--- config.mk ---
export PLATFORM = sky130hd
export DESIGN_NAME = lrp_pin_ctrl
export DESIGN_NICKNAME = d
export VERILOG_FILES = /design/src/include/lrp_pkg.sv /design/src/hdl/lrp_pin_ctrl.sv
export VERILOG_INCLUDE_DIRS = /design/src /design/src/include
export SDC_FILE = /design/constraint.sdc
export NUM_CORES = 1
export LEC_CHECK = 0
export ABC_AREA = 1
export CAP_MARGIN = 15
export CORE_MARGIN = 3
export CORE_UTILIZATION = 55
export DETAILED_ROUTE_END_ITERATION = 8
export DONT_BUFFER_PORTS = 1
export PLACE_DENSITY = 0.67
export SYNTH_ARGS = -nofsm -noshare
export SYNTH_HDL_FRONTEND = slang
export SYNTH_SLANG_ARGS = --single-unit
--- constraint.sdc ---
create_clock -name clock -period 1.4 [get_ports clock]
set_input_delay 0.07 -clock clock [delete_from_list [all_inputs] [get_ports clock]]
set_output_delay 0.07 -clock clock [all_outputs]
set_load 0.01 [all_outputs]
--- src/include/lrp_params.svh ---
`ifndef LRP_PARAMS_SVH
`define LRP_PARAMS_SVH

// ----------------------------------------------------------------
// Register indices and byte addresses (byte address = 4 * index)
// ----------------------------------------------------------------
`define LRP_IDX_LOCK_CFG    8'h83
`define LRP_IDX_LOSS_CFG    8'h84
`define LRP_IDX_REPUR_CFG   8'h85
`define LRP_IDX_IRQ_STATUS  8'h86
`define LRP_IDX_IRQ_MASK    8'h87
`define LRP_ADDR_W          12

// ----------------------------------------------------------------
// Lock pin configuration fields
// ----------------------------------------------------------------
`define LRP_LOCK_INV_BIT0   0
`define LRP_LOCK_HV_BIT0    1
`define LRP_LOCK_STRIDE     2
`define LRP_LOCK_CFG_MASK   8'h3f

// ----------------------------------------------------------------
// Reference-loss and repurpose configuration fields
// ----------------------------------------------------------------
`define LRP_SRC_REF_A       0
`define LRP_SRC_REF_B       1
`define LRP_SRC_ACTIVE      2
`define LRP_SRC_LOOP_TWO    3
`define LRP_SRC_LOOP_THREE  4
`define LRP_SRC_W           5
`define LRP_LOSS_INV_BIT    5
`define LRP_LOSS_HV_BIT     6
`define LRP_LOSS_CFG_MASK   8'h7f

// ----------------------------------------------------------------
// Interrupt status layout: lock lost [2:0], loss onset [6:3]
// ----------------------------------------------------------------
`define LRP_EVT_W           7
`define LRP_EVT_MASK        8'h7f

// ----------------------------------------------------------------
// Reset values
// ----------------------------------------------------------------
`define LRP_RST_LOCK_CFG    8'h00
`define LRP_RST_LOSS_CFG    8'h00
`define LRP_RST_REPUR_CFG   8'h00
`define LRP_RST_IRQ_MASK    8'h00

`endif

--- src/include/lrp_pkg.sv ---
`default_nettype none

// ----------------------------------------------------------------
// Shared types
// ----------------------------------------------------------------
package lrp_pkg;
  // One configuration byte
  typedef logic [7:0] lrp_byte_type;
  // Raw loss detector vector: ref a, ref b, loop two, loop three
  typedef logic [3:0] lrp_det_type;
endpackage

`default_nettype wire
--- src/hdl/lrp_pin_ctrl.sv ---
`include "lrp_params.svh"
`default_nettype none

module lrp_pin_ctrl (
  input  wire logic                   clock,
  input  wire logic                   resetn,
  // APB slave
  input  wire logic                   psel,
  input  wire logic                   penable,
  input  wire logic                   pwrite,
  input  wire logic [`LRP_ADDR_W-1:0] paddr,
  input  wire logic [31:0]            pwdata,
  output var  logic [31:0]            prdata,
  output logic                        pready,
  output logic                        pslverr,
  // Detector inputs, asynchronous to clock
  input  wire logic [2:0]             lock_detect,
  input  wire logic                   loss_ref_a,
  input  wire logic                   loss_ref_b,
  input  wire logic                   loss_loop_two,
  input  wire logic                   loss_loop_three,
  input  wire logic                   active_ref_is_b,
  // Own output settings of the third loop output, same clock
  input  wire logic                   own_out_invert,
  input  wire logic                   own_out_hv,
  // Ordinary clock of the third loop output
  input  wire logic                   third_loop_clock,
  // Pins
  output var  logic                   first_lock_pin,
  output var  logic                   second_lock_pin,
  output var  logic                   third_lock_pin,
  output var  logic [2:0]             lock_pin_hv,
  output var  logic                   ref_loss_pin,
  output var  logic                   ref_loss_pin_hv,
  output logic                        third_loop_output_zero,
  output var  logic                   third_loop_output_zero_hv,
  output var  logic                   repurpose_active,
  output logic                        irq
);

  // ----------------------------------------------------------------
  // Declarations
  // ----------------------------------------------------------------
  lrp_pkg::lrp_byte_type lock_cfg_r;     // Lock pin sense and drive
  lrp_pkg::lrp_byte_type loss_cfg_r;     // Loss pin enables, sense, drive
  lrp_pkg::lrp_byte_type repur_cfg_r;    // Repurpose enables, sense, drive
  lrp_pkg::lrp_byte_type irq_mask_r;     // Interrupt mask
  logic [`LRP_EVT_W-1:0] irq_status_r;   // Sticky event bits
  logic [`LRP_EVT_W-1:0] irq_status_nxt; // Next sticky value
  logic [`LRP_EVT_W-1:0] evt;            // Events this cycle

  logic [7:0]            meta_r;         // First synchroniser stage
  logic [7:0]            sync_r;         // Second synchroniser stage
  logic [7:0]            sync_d_r;       // Delayed copy for edges
  logic [7:0]            raw_in;         // Raw asynchronous inputs
  logic [2:0]            lock_s;         // Synchronised lock state
  lrp_pkg::lrp_det_type  det_s;          // Synchronised loss detectors
  logic                  act_b_s;        // Synchronised active reference

  logic                  loss_any;       // Loss pin OR before sense
  logic                  repur_any;      // Repurpose OR before sense
  logic                  repur_en;       // Any repurpose enable set
  logic                  static_level_r; // Registered repurpose level

  logic                  setup_ph;       // APB setup cycle
  logic                  wr_acc;         // Write taking effect
  logic [7:0]            idx;            // Word index from address
  logic                  idx_hit;        // Mapped address
  logic [7:0]            wbyte;          // Write data byte
  logic [2:0]            lock_pin_nxt;   // Lock pin levels
  logic [2:0]            lock_hv_nxt;    // Lock pin drive levels

  // ----------------------------------------------------------------
  // Functions
  // ----------------------------------------------------------------
  // Loss OR over enabled sources; shared by the pin and repurpose
  function automatic logic loss_or(
    input logic [`LRP_SRC_W-1:0] en,
    input lrp_pkg::lrp_det_type  det,
    input logic                  act_b
  );
    logic active_loss;
    begin
      active_loss = act_b ? det[1] : det[0];
      loss_or = (en[`LRP_SRC_REF_A] & det[0])
              | (en[`LRP_SRC_REF_B] & det[1])
              | (en[`LRP_SRC_ACTIVE] & active_loss)
              | (en[`LRP_SRC_LOOP_TWO] & det[2])
              | (en[`LRP_SRC_LOOP_THREE] & det[3]);
    end
  endfunction

  // Index decode, used by write and read paths
  function automatic logic idx_mapped(input logic [7:0] i);
    begin
      idx_mapped = (i == `LRP_IDX_LOCK_CFG)
                 | (i == `LRP_IDX_LOSS_CFG)
                 | (i == `LRP_IDX_REPUR_CFG)
                 | (i == `LRP_IDX_IRQ_STATUS)
                 | (i == `LRP_IDX_IRQ_MASK);
    end
  endfunction

  // ----------------------------------------------------------------
  // Input synchronisers
  // ----------------------------------------------------------------
  // Detectors sit in analog domains, so every one passes two flops
  assign raw_in = {active_ref_is_b, loss_loop_three, loss_loop_two,
                   loss_ref_b, loss_ref_a, lock_detect};

  // Two stage synchroniser; only sync_r reads meta_r
  always_ff @(posedge clock)
  begin
    if (!resetn)
    begin
      meta_r <= 8'h00;
      sync_r <= 8'h00;
    end
    else
    begin
      meta_r <= raw_in;
      sync_r <= meta_r;
    end
  end

  // Delayed copy for event edge detection
  always_ff @(posedge clock)
  begin
    if (!resetn)
      sync_d_r <= 8'h00;
    else
      sync_d_r <= sync_r;
  end

  assign lock_s  = sync_r[2:0];
  assign det_s   = sync_r[6:3];
  assign act_b_s = sync_r[7];

  // ----------------------------------------------------------------
  // APB decode
  // ----------------------------------------------------------------
  // Registered read data costs a setup cycle, so no wait states
  assign setup_ph = psel & ~penable;
  assign idx      = paddr[9:2];
  assign idx_hit  = idx_mapped(idx) & (paddr[`LRP_ADDR_W-1:10] == 2'h0)
                  & (paddr[1:0] == 2'h0);
  assign wr_acc   = psel & penable & pwrite & idx_hit;
  assign wbyte    = pwdata[7:0];
  // Always ready in the access phase
  assign pready   = psel & penable;
  // Unmapped addresses answer with an error
  assign pslverr  = psel & penable & ~idx_hit;

  // ----------------------------------------------------------------
  // Configuration registers
  // ----------------------------------------------------------------
  // reserved bits masked on write
  always_ff @(posedge clock)
  begin
    if (!resetn)
    begin
      lock_cfg_r  <= `LRP_RST_LOCK_CFG;
      loss_cfg_r  <= `LRP_RST_LOSS_CFG;
      repur_cfg_r <= `LRP_RST_REPUR_CFG;
      irq_mask_r  <= `LRP_RST_IRQ_MASK;
    end
    else if (wr_acc)
    begin
      case (idx)
        `LRP_IDX_LOCK_CFG:  lock_cfg_r  <= wbyte & `LRP_LOCK_CFG_MASK;
        `LRP_IDX_LOSS_CFG:  loss_cfg_r  <= wbyte & `LRP_LOSS_CFG_MASK;
        `LRP_IDX_REPUR_CFG: repur_cfg_r <= wbyte & `LRP_LOSS_CFG_MASK;
        `LRP_IDX_IRQ_MASK:  irq_mask_r  <= wbyte & `LRP_EVT_MASK;
        // Status handled in its own process
        default:            lock_cfg_r  <= lock_cfg_r;
      endcase
    end
  end

  // ----------------------------------------------------------------
  // Read data
  // ----------------------------------------------------------------
  // Captured in setup so the access phase can finish at once
  always_ff @(posedge clock)
  begin
    if (!resetn)
      prdata <= 32'h0000_0000;
    else if (setup_ph && !pwrite)
    begin
      case (idx)
        `LRP_IDX_LOCK_CFG:   prdata <= {24'h00_0000, lock_cfg_r};
        `LRP_IDX_LOSS_CFG:   prdata <= {24'h00_0000, loss_cfg_r};
        `LRP_IDX_REPUR_CFG:  prdata <= {24'h00_0000, repur_cfg_r};
        `LRP_IDX_IRQ_STATUS: prdata <= {25'h000_0000, irq_status_r};
        `LRP_IDX_IRQ_MASK:   prdata <= {24'h00_0000, irq_mask_r};
        // Reads of an unmapped word index return zero
        default:             prdata <= 32'h0000_0000;
      endcase
    end
  end

  // ----------------------------------------------------------------
  // Interrupt events and status
  // ----------------------------------------------------------------
  // Lock lost on a falling lock; loss onset on a rising detector
  assign evt = {det_s & ~sync_d_r[6:3], ~lock_s & sync_d_r[2:0]};

  // Write one to clear; a new event in the same cycle wins
  always_comb
  begin
    irq_status_nxt = irq_status_r;
    if (wr_acc && (idx == `LRP_IDX_IRQ_STATUS))
      irq_status_nxt = irq_status_r & ~wbyte[`LRP_EVT_W-1:0];
    irq_status_nxt = irq_status_nxt | evt;
  end

  // Sticky status register
  always_ff @(posedge clock)
  begin
    if (!resetn)
      irq_status_r <= {`LRP_EVT_W{1'b0}};
    else
      irq_status_r <= irq_status_nxt;
  end

  // Level interrupt while any unmasked bit is set
  assign irq = |(irq_status_r & irq_mask_r[`LRP_EVT_W-1:0]);

  // ----------------------------------------------------------------
  // Lock indication pins
  // ----------------------------------------------------------------
  genvar g;
  generate
    for (g = 0; g < 3; g = g + 1)
    begin : g_lock
      assign lock_pin_nxt[g] = lock_s[g]
        ^ lock_cfg_r[`LRP_LOCK_INV_BIT0 + `LRP_LOCK_STRIDE*g];

      assign lock_hv_nxt[g] = lock_cfg_r[`LRP_LOCK_HV_BIT0 + `LRP_LOCK_STRIDE*g];
    end
  endgenerate

  // Registered lock pins; one process so the drive vector has one writer
  always_ff @(posedge clock)
  begin
    if (!resetn)
    begin
      first_lock_pin  <= 1'b0;
      second_lock_pin <= 1'b0;
      third_lock_pin  <= 1'b0;
      lock_pin_hv     <= 3'h0;
    end
    else
    begin
      first_lock_pin  <= lock_pin_nxt[0];
      second_lock_pin <= lock_pin_nxt[1];
      third_lock_pin  <= lock_pin_nxt[2];
      lock_pin_hv     <= lock_hv_nxt;
    end
  end

  // ----------------------------------------------------------------
  // Reference-loss pin
  // ----------------------------------------------------------------
  // OR of enabled detectors
  assign loss_any = loss_or(loss_cfg_r[`LRP_SRC_W-1:0], det_s, act_b_s);

  // Pin level and drive
  always_ff @(posedge clock)
  begin
    if (!resetn)
    begin
      ref_loss_pin    <= 1'b0;
      ref_loss_pin_hv <= 1'b0;
    end
    else
    begin
      ref_loss_pin    <= loss_any ^ loss_cfg_r[`LRP_LOSS_INV_BIT];
      ref_loss_pin_hv <= loss_cfg_r[`LRP_LOSS_HV_BIT];
    end
  end

  // ----------------------------------------------------------------
  // Third loop output zero repurpose
  // ----------------------------------------------------------------
  // same source map as pin
  assign repur_any = loss_or(repur_cfg_r[`LRP_SRC_W-1:0], det_s, act_b_s);
  assign repur_en  = |repur_cfg_r[`LRP_SRC_W-1:0];

  // Static level, mode flag and drive level
  always_ff @(posedge clock)
  begin
    if (!resetn)
    begin
      static_level_r            <= 1'b0;
      repurpose_active          <= 1'b0;
      third_loop_output_zero_hv <= 1'b0;
    end
    else
    begin
      static_level_r   <= repur_any ^ repur_cfg_r[`LRP_LOSS_INV_BIT];
      repurpose_active <= repur_en;
      if (repur_en)
        third_loop_output_zero_hv <= repur_cfg_r[`LRP_LOSS_HV_BIT];
      else
        third_loop_output_zero_hv <= own_out_hv;
    end
  end

  // The clock path cannot be registered at this rate, so the
  // output is a mux; the select is a flop to keep it glitch-light
  // normal clock when idle
  assign third_loop_output_zero = repurpose_active ? static_level_r
                                                   : (third_loop_clock ^ own_out_invert);

endmodule

`default_nettype wire

**Word-level counts from Yosys, hierarchy flattened**

Cells that the tools add are included.

- Register bits after elaboration: 100
- Logic and storage cells: 84
- Bits of input ports: 60
- Output and inout port bits: 46

- Multiplexer cells: 5
- Bitwise operators: 45
- Reduce and logical (&&, ||, !) cells: 11
- Equality and inequality tests: 5

Operators with widths:

| kind | number |
|---|---|
| $eq 8x8->1 const B | 5 |
| $pmux 7 s5 | 1 |
| $and 1x1->1 | 17 |
| $and 7x7->7 | 2 |
| $or 1x1->1 | 12 |
| $reduce_and 2->1 | 4 |
| $mux 7 | 1 |
| $not 7->7 | 1 |
| $or 7x7->7 | 1 |
| $reduce_or 7->1 | 1 |
| $xor 1x1->1 | 6 |
| $reduce_or 5->1 | 1 |
| $and 4x4->4 | 1 |
| $logic_not 2->1 | 2 |
| $not 4->4 | 1 |
| $and 3x3->3 | 1 |
| $mux 1 | 3 |
| $not 3->3 | 1 |
| $logic_and 1x1->1 | 2 |
| $not 1->1 | 2 |
| $logic_not 1->1 | 1 |

**Depth between registers and ports, before layout**

- Depth after elaboration: 11
- Mapped depth: 10
- Depth with buffers taken out: 10

**Worst setup path after synthesis**

OpenSTA, ideal clock, no wires.

- Path kind: input-to-reg
- Start point: input paddr[5]
- End point: register repur_cfg_r[6]
- Path buffers: 0
- Library setup time: 0.116 ns
- Data required time: 1.284 ns
- Cell stages on the path: 8
- Setup slack: 0.261 ns
- Arrival: 1.023 ns
- Path through: inv_1 nand2_1 nor2_1 nand2_1 nor2_4 inv_2 nor2_1 nor2_1

- Word-level cells in the longest chain between the ends: 9
- Elaborated cells between the ends (all ways): 13
- Those cells by class: eq/ne: 5; bitwise: 7; reduce/logical: 1

RTL lines:

| what | RTL line | text |
|---|---|---|
| start: declaration | lrp_pin_ctrl.sv:11 | `` input wire logic [`LRP_ADDR_W-1:0] paddr, `` |
| $eq 8x8->1 | -- |  |
| $or 1x1->1 (4 in series) | lrp_pin_ctrl.sv:96 | `` idx_mapped = (i == `LRP_IDX_LOCK_CFG) `` |
| $and 1x1->1 (2 in series) | lrp_pin_ctrl.sv:145 | `` assign idx_hit = idx_mapped(idx) & (paddr[`LRP_ADDR_W-1:10] == 2'h0) `` |
| $and 1x1->1 | lrp_pin_ctrl.sv:147 | `assign wr_acc = psel & penable & pwrite & idx_hit;` |
| $reduce_and 2->1 (no line) * | -- |  |
| end signal: assignment | lrp_pin_ctrl.sv:164 | `` repur_cfg_r <= `LRP_RST_REPUR_CFG; `` |
| end signal: assignment | lrp_pin_ctrl.sv:172 | `` `LRP_IDX_REPUR_CFG: repur_cfg_r <= wbyte & `LRP_LOSS_CFG_MASK; `` |
| end: declaration | lrp_pin_ctrl.sv:46 | `lrp_pkg::lrp_byte_type repur_cfg_r;` |

Every way passes the cells marked *; elsewhere a longest branch is shown, timed or not.
A chain may end at the register's enable or synchronous reset.

**Final worst setup path**

- Start point: register irq_mask_r[3]
- End point: output irq

- Word-level cells in the longest chain between the ends: 2

RTL lines:

| what | RTL line | text |
|---|---|---|
| start: declaration | lrp_pin_ctrl.sv:47 | `lrp_pkg::lrp_byte_type irq_mask_r;` |
| start signal: assignment | lrp_pin_ctrl.sv:165 | `` irq_mask_r <= `LRP_RST_IRQ_MASK; `` |
| start signal: assignment | lrp_pin_ctrl.sv:173 | `` `LRP_IDX_IRQ_MASK: irq_mask_r <= wbyte & `LRP_EVT_MASK; `` |
| $and 7x7->7 | lrp_pin_ctrl.sv:227 | `` assign irq = \|(irq_status_r & irq_mask_r[`LRP_EVT_W-1:0]); `` |
| $reduce_or 7->1 | lrp_pin_ctrl.sv:227 |  |
| end: declaration | lrp_pin_ctrl.sv:38 | `output logic irq` |

No other way between the ends.

==> metrics.yaml <==
status: "completed"
io_pins: 106
drv_cap: 0
die_area_um2: 7050
post-route-period-util: 0.926
combPwrFrac: 0.056
synth-seq-cells: 75
criticalPathCategory: "reg -> out"
p_leak_uw: 0.00182
gp_congestion: 0.859
hold_ws_ns: 0.0440
reg2reg_from: "repur_cfg_r[0]"
fill_cells: 537
tritoncts: "yes"
drt_iter0_drc: 138
rsz0062_at_grt: "false"
synth.avg_cell_area_um2: 7.04
num_vias: 2752
dp_hpwl_mm: 4.90
fin_crit_ns: 1.30
core-area_um2: 5710
final_util: 0.654
synth_cell_types: 30
clockBufferDepth: 2
std_cell_rows: 27
final_area_um2: 3730
cts_buffers: 9
io_buffers: 0
finalHoldViolations: 0
htree_levels: 3
clk_latency_ns: 0.34
min-delay-start: "resetn"
switching_power_uw: 936
required_ns: 1.33
worst_clock_skew_ns: 0.00714
grt_pass1_vias: 2502
final_cell_mix: "nand2_1 (105), inv_1 (76), dfxtp_1 (75)"
reg2regPathDepth: 4
drive_above_1_share: 0.0740
grt_max_degree: 65
start_util: 0.586
diodes: 0
holdCritPathClass: "in -> reg"
startpoint_type: "flop"
min_path_cells: 3
finalSetupViolations: 0
cts-root-buf: "clkbuf_8"
die_h_um: 84.0
synth_area_um2: 3340
fmaxAchievable_mhz: 772
syn-instance-count: 475
power_frac_seq: 0.524
p_clk_frac: 0.420
synth.yosys.seq_area_share: 0.449
area_growth_pct: 11.7
max_slew.worst_pin.slew_ns: 0.532
antenna_found_initial: 0
slew_headroom: 0.642
grt.overflow.total: 0
async_reset_ff_frac: 0
p_int_uw: 3250
maxSlewViolCount: 0
ant_nets: 0
layout_commonest_cell: "nand2_1"
avgViaCountPerCell: 4.81
grt_pass1_wl_mm: 11.9
p_sw_frac: 0.224
drt_pass1_iterations: 5
vdd_drop_max_v: 0.00112
synth_ff_type: "dfxtp_1"
cp.arrival_ns: 1.23
synth_edf_count: 0
place_area_um2: 3330
die_x_um: 84.0
ys.warnings.count: 0
cts.sinks: 75
path_clk_slew_ns: 0.08
rrSetupSlack_ns: 0.13
power_density_nw_per_um2: 1120
crit_fanout: 2
nets: 555
grt_usage: 0.211
setup_tns_ns: 0
critical_path.startpoint: "irq_mask_r[3]"
route.detailed.wl_per_inst_um: 12.4
wirelength_mm: 7.11
end_kind: "output port"
drc: 0
## cells by family after synthesis
| logic type | after synthesis | share of synthesized area |
|---|---|---|
| other cells | 1 | 0.00112 |
| simple gates | 219 | 0.284 |
| buf+inv | 115 | 0.161 |
| xor+xnor | 1 | 0.00262 |
| flops | 75 | 0.449 |
| compound gates | 64 | 0.103 |
## final cells by class
class	count	area (um2)	area share
inverters	78	293	0.0784
multi-input cells	309	1410	0.378
repair buffers	22	230	0.0617
flip-flops and latches	75	1500	0.402
clock buffers	11	131	0.0352
clock inverters	5	77.6	0.0208
well taps	72	90.1	0.0241
## metal layers
layer,share of wire,routed length (um),track usage,up-vias
met4,0.022,155,0.101,0
met5,0,0,0,-
met2,0.46,3270,0.324,120
met3,0.084,597,0.0533,15
li1,-,-,-,1451
met1,0.43,3090,0.278,1166
## registers in the layout (all words and copies together) (netlist names), 3 cells and up
signal,count
lock_cfg_r,6
lock_pin_hv,3
prdata,7
repur_cfg_r,7
sync_d_r,7
irq_status_r,7
sync_r,8
irq_mask_r,7
loss_cfg_r,7
meta_r,8
## cells in the mapped netlist (all sizes together) (2+ instances only)
cell type / n / area [um2]
inv: 78 / 293
dfxtp: 75 / 1500
a21oi: 21 / 105
nand4: 6 / 43.8
nor2: 75 / 312
o21ai: 36 / 180
a22o: 2 / 17.5
o21bai: 3 / 22.5
buf: 31 / 223
clkbuf: 6 / 22.5
nand2: 108 / 423
nand3: 27 / 148
## final timing paths
path,to
max,irq
min,sync_r[0]
max reg2reg,third_loop_output_zero_hv
min reg2reg,sync_r[4]
## per-stage QoR
step	power, uW	cells	worst slack, ns
after floorplan	2440	499	0.261
after global placement	2390	539	0.0713
after detailed placement	2390	539	0.0377
after CTS	4230	572	0.0395
after global routing	4350	572	0.00993
final	4190	572	0.104
## repair_timing
item / in CTS / in global routing
gates resized for setup: 2 / 2
setup endpoints to repair: 1 / 1
pin swaps: 0 / 1
hold buffers: 17 / 0
setup buffers: 0 / 0
hold endpoints to repair: 68 / 0
## critical path: stages (launching register included)
cell       delay (ns)
dfxtp_1          0.31
inv_1            0.09
o21ai_2          0.07
a221oi_2         0.21
o2111ai_2        0.21
## power groups by stage
stage               clock, uW  sequential, uW  combinational [uW]
finish                   1760            2190                 233
global route             1890            2200                 264
CTS                      1800            2190                 232
detailed placement          0            2240                 149
global placement            0            2240                 146
floorplan                   0            2240                 199
Note: power is estimated with default switching activity, not from simulation.
